==> config.mk <==
export PLATFORM = sky130hd
export DESIGN_NAME = synth_device_flat
export DESIGN_NICKNAME = d
export VERILOG_FILES = /design/src/partial_numerator_n_synth_pkg.sv /design/src/synth_link_if.sv /design/src/lock_detect.sv /design/src/synth_device.sv /design/src/flat_wrapper.sv
export SDC_FILE = /design/constraint.sdc
export NUM_CORES = 1
export LEC_CHECK = 0
export BUFFER_PORTS_ARGS = -buffer_cell sky130_fd_sc_hd__buf_2
export CAP_MARGIN = 40
export CORE_ASPECT_RATIO = 2
export CORE_MARGIN = 2
export CORE_UTILIZATION = 55
export CTS_CLUSTER_SIZE = 14
export DETAILED_ROUTE_END_ITERATION = 8
export PLACE_DENSITY = 0.81
export SLEW_MARGIN = 10
export SYNTH_ARGS = -nofsm -noshare
export SYNTH_HDL_FRONTEND = slang
export SYNTH_SLANG_ARGS = --single-unit
==> constraint.sdc <==
create_clock -name clk -period 5.7 [get_ports clk]
set_clock_uncertainty 0.05 [all_clocks]
set_input_delay 1.14 -clock clk [delete_from_list [all_inputs] [get_ports clk]]
set_output_delay 1.14 -clock clk [all_outputs]
set_load 0.03 [all_outputs]
==> src/partial_numerator_n_synth_pkg.sv <==
/*
 * constants, field layouts and enumerations shared by the synthesizer ends.
 * assumes one 40 mhz clock and a word link carrying whole 24-bit words.
 */
// ====================================================================
package partial_numerator_n_synth_pkg;
    localparam int WORD_W = 24;
    // ================================================================
    // register selection
    typedef enum logic [1:0] {
        SEL_FEEDBACK  = 2'b00,
        SEL_REFERENCE = 2'b01,
        SEL_CONTROL   = 2'b10,
        SEL_NOISE     = 2'b11
    } reg_select_e;
    localparam int SEL_LSB = 0;
    // ================================================================
    // feedback divide word fields
    localparam int FB_NUM_LSB  = 2;
    localparam int FB_WHOLE_LSB = 14;
    localparam int FB_FAST_BIT = 23;
    // ================================================================
    // reference divide word fields
    localparam int RF_DEN_LSB   = 2;
    localparam int RF_RATIO_LSB = 14;
    localparam int RF_PRESC_BIT = 18;
    localparam int RF_DIAG_LSB  = 20;
    localparam int RF_LOAD_BIT  = 23;
    // ================================================================
    // control word fields
    localparam int CT_HOLD_BIT = 2;
    localparam int CT_TRI_BIT  = 3;
    localparam int CT_PREC_BIT = 5;
    localparam int CT_CP_LSB   = 7;
    // ================================================================
    // diagnostic pin sources
    typedef enum logic [2:0] {
        DIAG_TRISTATE = 3'b000,
        DIAG_DIG_LOCK = 3'b001,
        DIAG_FB_DIV   = 3'b010,
        DIAG_HIGH     = 3'b011,
        DIAG_REF_DIV  = 3'b100,
        DIAG_ANA_LOCK = 3'b101,
        DIAG_FAST_SW  = 3'b110,
        DIAG_LOW      = 3'b111
    } diag_sel_e;
    // ================================================================
    // reset values and limits
    localparam logic [11:0] DEN_RESET    = 12'h000;
    localparam logic [11:0] DEN_HOST_MAX = 12'hfff;
    localparam logic [3:0]  CP_MAX       = 4'hf;
    localparam logic [5:0]  LOCK_CYC_LOW  = 6'd24;
    localparam logic [5:0]  LOCK_CYC_HIGH = 6'd40;
    localparam logic [8:0]  WHOLE_MIN_45 = 9'd31;
    localparam logic [8:0]  WHOLE_MIN_89 = 9'd91;
    localparam logic [3:0]  RATIO_MIN    = 4'd1;
endpackage : partial_numerator_n_synth_pkg

==> src/synth_link_if.sv <==
/*
 * word link between host controller and synthesizer.
 * assumes the serial shifting is done outside; load marks a complete word.
 */
interface synth_link_if;
    logic [23:0] word;
    logic        load;
    modport host   (output word, output load);
    modport device (input word, input load);
endinterface : synth_link_if

==> src/lock_detect.sv <==
/*
 * digital lock detect counter.
 * assumes error comparisons arrive as flags valid on each pfd cycle pulse.
 */
module lock_detect (
    input  wire logic clk,
    input  wire logic rst_n,
    input  wire logic pfd_cycle,
    input  wire logic err_below_15ns,
    input  wire logic err_above_30ns,
    input  wire logic new_channel,
    input  wire logic clear,
    input  wire logic precision,
    output logic      lock
);
    import partial_numerator_n_synth_pkg::*;

    typedef struct packed {
        logic [5:0] cnt;
        logic       lock;
    } ld_s;

    ld_s st;
    ld_s next_st;
    logic [5:0] target;

    // good-cycle target from precision
    assign target = precision ? LOCK_CYC_HIGH : LOCK_CYC_LOW;

    // counting of successive good cycles
    always_comb begin
        next_st = st;
        if (new_channel || clear) begin
            next_st = '0;
        end else if (pfd_cycle) begin
            if (err_above_30ns) begin
                next_st = '0;
            end else if (err_below_15ns) begin
                if (!st.lock) begin
                    if (st.cnt + 6'd1 >= target) begin
                        next_st.lock = 1'b1;
                    end else begin
                        next_st.cnt = st.cnt + 6'd1;
                    end
                end
            end else begin
                next_st.cnt = 6'd0; // middle band breaks the run, lock kept
            end
        end
    end

    // state register
    always_ff @(posedge clk or negedge rst_n) begin
        if (!rst_n) begin
            st <= '0;
        end else begin
            st <= next_st;
        end
    end

    assign lock = st.lock;
endmodule : lock_detect

==> src/synth_device.sv <==
/*
 * synthesizer digital end: word decode, double-buffered denominator,
 * reference counter, pump control, diagnostic pin, lock detect.
 * assumes rf-side dividers and error comparators are outside, seen as pulses.
 * assumes the link delivers a whole word with a one-cycle load strobe and
 * that the select field sits in the two lowest bits of that word.
 */
module synth_device (
    input  wire logic        clk,
    input  wire logic        rst_n,
    synth_link_if.device     link,
    input  wire logic        ref_in_tick,
    input  wire logic        fb_div_pulse,
    input  wire logic        analog_lock,
    input  wire logic        err_below_15ns,
    input  wire logic        err_above_30ns,
    output logic [8:0]       whole_divide_value,
    output logic [11:0]      partial_numerator,
    output logic [11:0]      fraction_denominator,
    output logic [11:0]      resync_delay,
    output logic             prescaler_select_bit,
    output logic [3:0]       ref_ratio,
    output logic             ref_div_pulse,
    output logic [3:0]       pump_current,
    output logic             pump_three_state,
    output logic             counters_held,
    output logic             digital_lock,
    output logic             diag_pin_o,
    output logic             diag_pin_oe
);
    import partial_numerator_n_synth_pkg::*;

    typedef struct packed {
        logic [8:0]  whole;
        logic [11:0] numer;
        logic        fast;
        logic [11:0] pend_den;
        logic [11:0] act_den;
        logic [11:0] resync;
        logic [2:0]  diag;
        logic        presc;
        logic [3:0]  ratio;
        logic [3:0]  ref_cnt;
        logic        ref_out;
        logic        hold;
        logic        tri_st;
        logic        precision;
        logic [3:0]  cp_cur;
        logic [3:0]  pump;
        logic        pin_o;
        logic        pin_oe;
        logic        new_chan;
    } dev_s;

    dev_s        st;
    dev_s        next_st;
    logic [1:0]  sel;
    logic [23:0] w;
    logic        lock;

    // fields of the word on the link, named once for the decoder
    logic [8:0]  fb_whole;
    logic [11:0] fb_numer;
    logic        fb_fast;
    logic [11:0] rf_den;
    logic        rf_load;
    logic [2:0]  rf_diag;
    logic        rf_presc;
    logic [3:0]  rf_ratio;
    logic        ct_hold;
    logic        ct_tri;
    logic        ct_prec;
    logic [3:0]  ct_cp;

    assign w   = link.word;
    assign sel = w[SEL_LSB +: 2];

    // field extraction, positions shared with the host end
    assign fb_whole = w[FB_WHOLE_LSB +: 9];
    assign fb_numer = w[FB_NUM_LSB +: 12];
    assign fb_fast  = w[FB_FAST_BIT];
    assign rf_den   = w[RF_DEN_LSB +: 12];
    assign rf_load  = w[RF_LOAD_BIT];
    assign rf_diag  = w[RF_DIAG_LSB +: 3];
    assign rf_presc = w[RF_PRESC_BIT];
    assign rf_ratio = w[RF_RATIO_LSB +: 4];
    assign ct_hold  = w[CT_HOLD_BIT];
    assign ct_tri   = w[CT_TRI_BIT];
    assign ct_prec  = w[CT_PREC_BIT];
    assign ct_cp    = w[CT_CP_LSB +: 4];

    // ================================================================
    // lock detection
    lock_detect u_lock (
        .clk            (clk),
        .rst_n          (rst_n),
        .pfd_cycle      (st.ref_out),
        .err_below_15ns (err_below_15ns),
        .err_above_30ns (err_above_30ns),
        .new_channel    (st.new_chan),
        .clear          (st.hold),
        .precision      (st.precision),
        .lock           (lock)
    );

    // ================================================================
    // next state
    always_comb begin
        next_st          = st;
        next_st.new_chan = 1'b0;
        next_st.ref_out  = 1'b0;
        // word decode, fields move only on a complete word
        if (link.load) begin
            case (sel)
                SEL_FEEDBACK: begin
                    next_st.whole    = fb_whole;
                    next_st.numer    = fb_numer;
                    next_st.fast     = fb_fast;
                    // the pending denominator becomes active only here
                    next_st.act_den  = st.pend_den;
                    next_st.new_chan = 1'b1;
                end
                SEL_REFERENCE: begin
                    // a resync word leaves the pending denominator alone
                    if (rf_load) begin
                        next_st.resync = rf_den;
                    end else begin
                        next_st.pend_den = rf_den;
                    end
                    next_st.diag  = rf_diag;
                    next_st.presc = rf_presc;
                    next_st.ratio = rf_ratio;
                end
                SEL_CONTROL: begin
                    next_st.hold      = ct_hold;
                    next_st.tri_st    = ct_tri;
                    next_st.precision = ct_prec;
                    next_st.cp_cur    = ct_cp;
                end
                default: begin
                    next_st.new_chan = 1'b0; // noise register not kept here
                end
            endcase
        end
        // pump current registered together with the fields it follows
        next_st.pump = next_st.fast ? CP_MAX : next_st.cp_cur;
        // reference counter, held cleared by the hold bit
        if (st.hold) begin
            next_st.ref_cnt = 4'd0;
        end else if (ref_in_tick) begin
            if (st.ref_cnt + 4'd1 >= st.ratio) begin
                next_st.ref_cnt = 4'd0;
                next_st.ref_out = 1'b1;
            end else begin
                next_st.ref_cnt = st.ref_cnt + 4'd1;
            end
        end
        // diagnostic pin source
        next_st.pin_oe = 1'b1;
        case (diag_sel_e'(st.diag))
            DIAG_TRISTATE: begin
                next_st.pin_o  = 1'b0;
                next_st.pin_oe = 1'b0;
            end
            DIAG_DIG_LOCK: next_st.pin_o = lock;
            DIAG_FB_DIV:   next_st.pin_o = fb_div_pulse & ~st.hold;
            DIAG_HIGH:     next_st.pin_o = 1'b1;
            DIAG_REF_DIV:  next_st.pin_o = st.ref_out;
            DIAG_ANA_LOCK: next_st.pin_o = analog_lock;
            DIAG_FAST_SW: begin
                next_st.pin_o  = 1'b0;
                next_st.pin_oe = st.fast;
            end
            DIAG_LOW:      next_st.pin_o = 1'b0;
            default: begin
                next_st.pin_o  = 1'b0;
                next_st.pin_oe = 1'b0;
            end
        endcase
    end

    // ================================================================
    // state register
    always_ff @(posedge clk or negedge rst_n) begin
        if (!rst_n) begin
            st          <= '0;
            st.pend_den <= DEN_RESET;
            st.act_den  <= DEN_RESET;
        end else begin
            st <= next_st;
        end
    end

    // ================================================================
    // outputs
    assign whole_divide_value   = st.whole;
    assign partial_numerator    = st.numer;
    assign fraction_denominator = st.act_den;
    assign resync_delay         = st.resync;
    assign prescaler_select_bit = st.presc;
    assign ref_ratio            = st.ratio;
    assign ref_div_pulse        = st.ref_out;
    assign pump_current         = st.pump;
    assign pump_three_state     = st.tri_st;
    assign counters_held        = st.hold;
    assign digital_lock         = lock;
    assign diag_pin_o           = st.pin_o;
    assign diag_pin_oe          = st.pin_oe;
endmodule : synth_device

==> src/flat_wrapper.sv <==
// flat-port wrapper written by rule: the top's interface ports become plain ports
module synth_device_flat import partial_numerator_n_synth_pkg::*;
  (clk, rst_n, ref_in_tick, fb_div_pulse, analog_lock, err_below_15ns, err_above_30ns, whole_divide_value, partial_numerator, fraction_denominator, resync_delay, prescaler_select_bit, ref_ratio, ref_div_pulse, pump_current, pump_three_state, counters_held, digital_lock, diag_pin_o, diag_pin_oe, link_word, link_load);
  synth_link_if link_i ();
  input  wire logic clk;
  input  wire logic rst_n;
  input  wire logic ref_in_tick;
  input  wire logic fb_div_pulse;
  input  wire logic analog_lock;
  input  wire logic err_below_15ns;
  input  wire logic err_above_30ns;
  output logic [8:0] whole_divide_value;
  output logic [11:0] partial_numerator;
  output logic [11:0] fraction_denominator;
  output logic [11:0] resync_delay;
  output logic prescaler_select_bit;
  output logic [3:0] ref_ratio;
  output logic ref_div_pulse;
  output logic [3:0] pump_current;
  output logic pump_three_state;
  output logic counters_held;
  output logic digital_lock;
  output logic diag_pin_o;
  output logic diag_pin_oe;
  input wire logic [$bits(link_i.word)-1:0] link_word;
  input wire logic [$bits(link_i.load)-1:0] link_load;
  assign link_i.word = link_word;
  assign link_i.load = link_load;
  synth_device u_core (.clk(clk), .rst_n(rst_n), .link(link_i), .ref_in_tick(ref_in_tick), .fb_div_pulse(fb_div_pulse), .analog_lock(analog_lock), .err_below_15ns(err_below_15ns), .err_above_30ns(err_above_30ns), .whole_divide_value(whole_divide_value), .partial_numerator(partial_numerator), .fraction_denominator(fraction_denominator), .resync_delay(resync_delay), .prescaler_select_bit(prescaler_select_bit), .ref_ratio(ref_ratio), .ref_div_pulse(ref_div_pulse), .pump_current(pump_current), .pump_three_state(pump_three_state), .counters_held(counters_held), .digital_lock(digital_lock), .diag_pin_o(diag_pin_o), .diag_pin_oe(diag_pin_oe));
endmodule
==> metrics.csv <==
metric,value,unit
final_cells,478,
grt_pass1_vias,2588,
cpMostUsedCell,and3_1,
cts-buffers-inserted,9,
grt_max_degree,57,
cts_tree,yes,
synth-seq-cells,92,
hpwl,5490,um
drv_cap,0,
root_buffer,clkbuf_16,
setup.worst_path.class,reg -> reg,
relSlewSlack,0.609,
fin_tns_setup,0,ns
cp_max_fo,5,
cts_setup_buffers,0,
dpl_cell_area,4380,um^2
antenna_found_initial,0,
synth-async-reset-ratio,1.00,
synth-edff-count,0,
p_sw,658,uW
synth_common_cells,"92 x dfrtp_1, 53 x buf_4, 45 x mux2_1, 26 x nand2_1, 19 x mux2_2",
h-tree-depth,3,
io_pins,92,
clk_pin_slew_worst_paths,0.06,ns
synth_ff_type,dfrtp_1,
worst_slack,2.88,ns
synth_area_leaders,"dfrtp_1 55%, mux2_1 12%, buf_4 9.5%",
hp-class,reg -> reg,
synth_most_common_cell,dfrtp_1,
ant_nets,0,
required,5.91,ns
syn_area_per_cell,12.6,um^2
pre_cts_ws,2.82,ns
start_kind,register,
ys_seq_area_frac,0.551,
slowest_delay,0.50,ns
end_kind,register,
p_int,1.40,mW
slew_violations,0,
outcome,completed,
p_leak,2.30,nW
arrival,3.03,ns
place_congestion,0.754,
hold_viol,0,
fmax,355,MHz
worst_pin_slew,0.585,ns
cpMaxStageDelayCell,or4b_1,
route.detailed.drc,0,
rows,45,
switching_share,0.320,
syn-num-nets,374,
netlist_area,4180,um^2
seq_power_share,0.422,
synthToLayoutAreaGrowth,12.9,%
power,2.05,mW
cts_resized,0,
power_density,435,nW/um^2
diodes,0,
grt_usage,0.197,
first_pass_iters,4,
final_nets,420,
io_buffers,91,
vdd_ir_drop_max,280,uV
dp.cells,462,
crit_path_cell_trace,"and3_1, and3_1, xnor2_1, inv_1, ha_1, a211o_1, or2_4, or4b_1, a2bb2oi_1",
stdcell_area,4720,um^2
wl,7460,um
power.share.clock,0.323,
drive_above_1_share,0.354,
synth_top_area_frac,0.551,
die_area,8360,um^2
die_x,65.7,um
yosys.area.top_type,dfrtp_1,
placeableCoreArea,7490,um^2
period_share,0.494,
vias,2542,
yosysWarningCount,0,
viasPerCell,5.32,
clock_sinks,92,
cts_hold_buf,0,
grt_overflow,0,
netlist_instances,333,
yosysUniqueCellTypes,39,
die_y,127,um
grt_pass1_wl,12400,um
setup_viol_count_final,0,
initial_core_util,0.558,
comb_power_share,0.255,
cts_buffer_depth,2,
rsz0062_at_grt,no,
routedWlPerCell,15.6,um
clk_latency,0.34,ns
drt_iter0_drc,75,
min_period,2.82,ns
## power groups by stage
stage	clock [mW]	combinational, mW	sequential, mW
6_report	0.663	0.523	0.868
5_1_grt	0.706	0.564	0.886
2_1_floorplan	0	0.477	0.869
4_1_cts	0.677	0.531	0.870
3_3_place_gp	0	0.506	0.869
3_5_place_dp	0	0.527	0.879
## state kept, by name (all words and copies together) (netlist names)
signal and cells:
u_core.u_lock.st 6, u_core.diag_pin_o 1, u_core.diag_pin_oe 1, u_core.whole_divide_value 9, u_core.resync_delay 12, u_core.counters_held 1
u_core.u_lock.lock 1, u_core.st 26, u_core.ref_div_pulse 1, u_core.pump_three_state 1, u_core.pump_current 4, u_core.prescaler_select_bit 1
u_core.fraction_denominator 12, u_core.partial_numerator 12, u_core.ref_ratio 4
## final cells by class
cell class / instances / area, um^2
multi-input combinational: 168 / 1410
sequential: 92 / 2300
inverter: 13 / 48.8
fill: 551 / 2770
clock inverter: 7 / 115
clock buffer: 9 / 225
tap: 94 / 118
timing repair buffer: 95 / 508
## critical path: cells and delay by family, from the launching register on
family          cells  cell delay [ns]
xor+xnor            1             0.18
fa+ha+maj           1             0.32
flops               1             0.43
simple gates        4             1.21
buf+inv             1             0.08
compound gates      2             0.47
## through the flow
step	util	hold WS, ns
2_1_floorplan	-	0.380
3_3_place_gp	0.581	0.399
3_5_place_dp	0.585	0.410
4_1_cts	0.631	0.418
5_1_grt	0.631	0.445
6_report	0.631	0.427
## logic make-up (layout without fill, tap and decap cells)
logic type,count (synthesis),in the layout,share of synthesized area
buffers and inverters,73,124,0.115
AO/OA/AOI/OAI,30,30,0.0494
XOR/XNOR,4,4,0.00838
adder cells (fa/ha/maj),9,9,0.0269
multiplexers,67,67,0.180
AND/OR/NAND/NOR,58,58,0.0706
flip-flops,92,92,0.551
## worst paths after layout
check,start,end,slack [ns],cells after the start
min,u_core.fraction_denominator[11],u_core.fraction_denominator[11],0.43,1
max reg2reg,u_core.u_lock.st[1],u_core.u_lock.st[4],2.88,9
max in group asynchronous,rst_n,u_core.fraction_denominator[5],4.16,3
min reg2reg,u_core.fraction_denominator[11],u_core.fraction_denominator[11],0.43,1
min in group asynchronous,rst_n,u_core.u_lock.st[4],0.54,1
max,u_core.u_lock.st[1],u_core.u_lock.st[4],2.88,9
## cell usage in the layout, fill, tap and decap left out, drive strengths merged
cell / count
xor2: 2
dfrtp: 92
nand3: 3
o21bai: 1
bufinv: 3
mux2i: 3
nor2: 7
and3: 2
clkinvlp: 2
o21a: 1
o21ba: 1
xnor2: 2
a211oi: 3
o22ai: 2
or3: 1
or4: 1
ha: 9
o2bb2ai: 3
a211o: 1
and3b: 1
o211ai: 4
a2bb2oi: 1
buf: 95
nand2: 26
nor2b: 1
nor3b: 1
o2111ai: 1
o21ai: 11
or4b: 1
clkbuf: 9
nand2b: 7
clkinv: 2
inv: 13
nand3b: 3
or2: 4
o311ai: 1
mux2: 64
## metal layers
metal,vias to the layer above,global-route usage,share of wire
met1,1264,0.249,0.41
met3,11,0.0484,0.061
met2,89,0.318,0.51
met4,0,0.0858,0.019
li1,1178,-,-
met5,-,0,0
No activity file was read; power rests on OpenSTA's default activity.
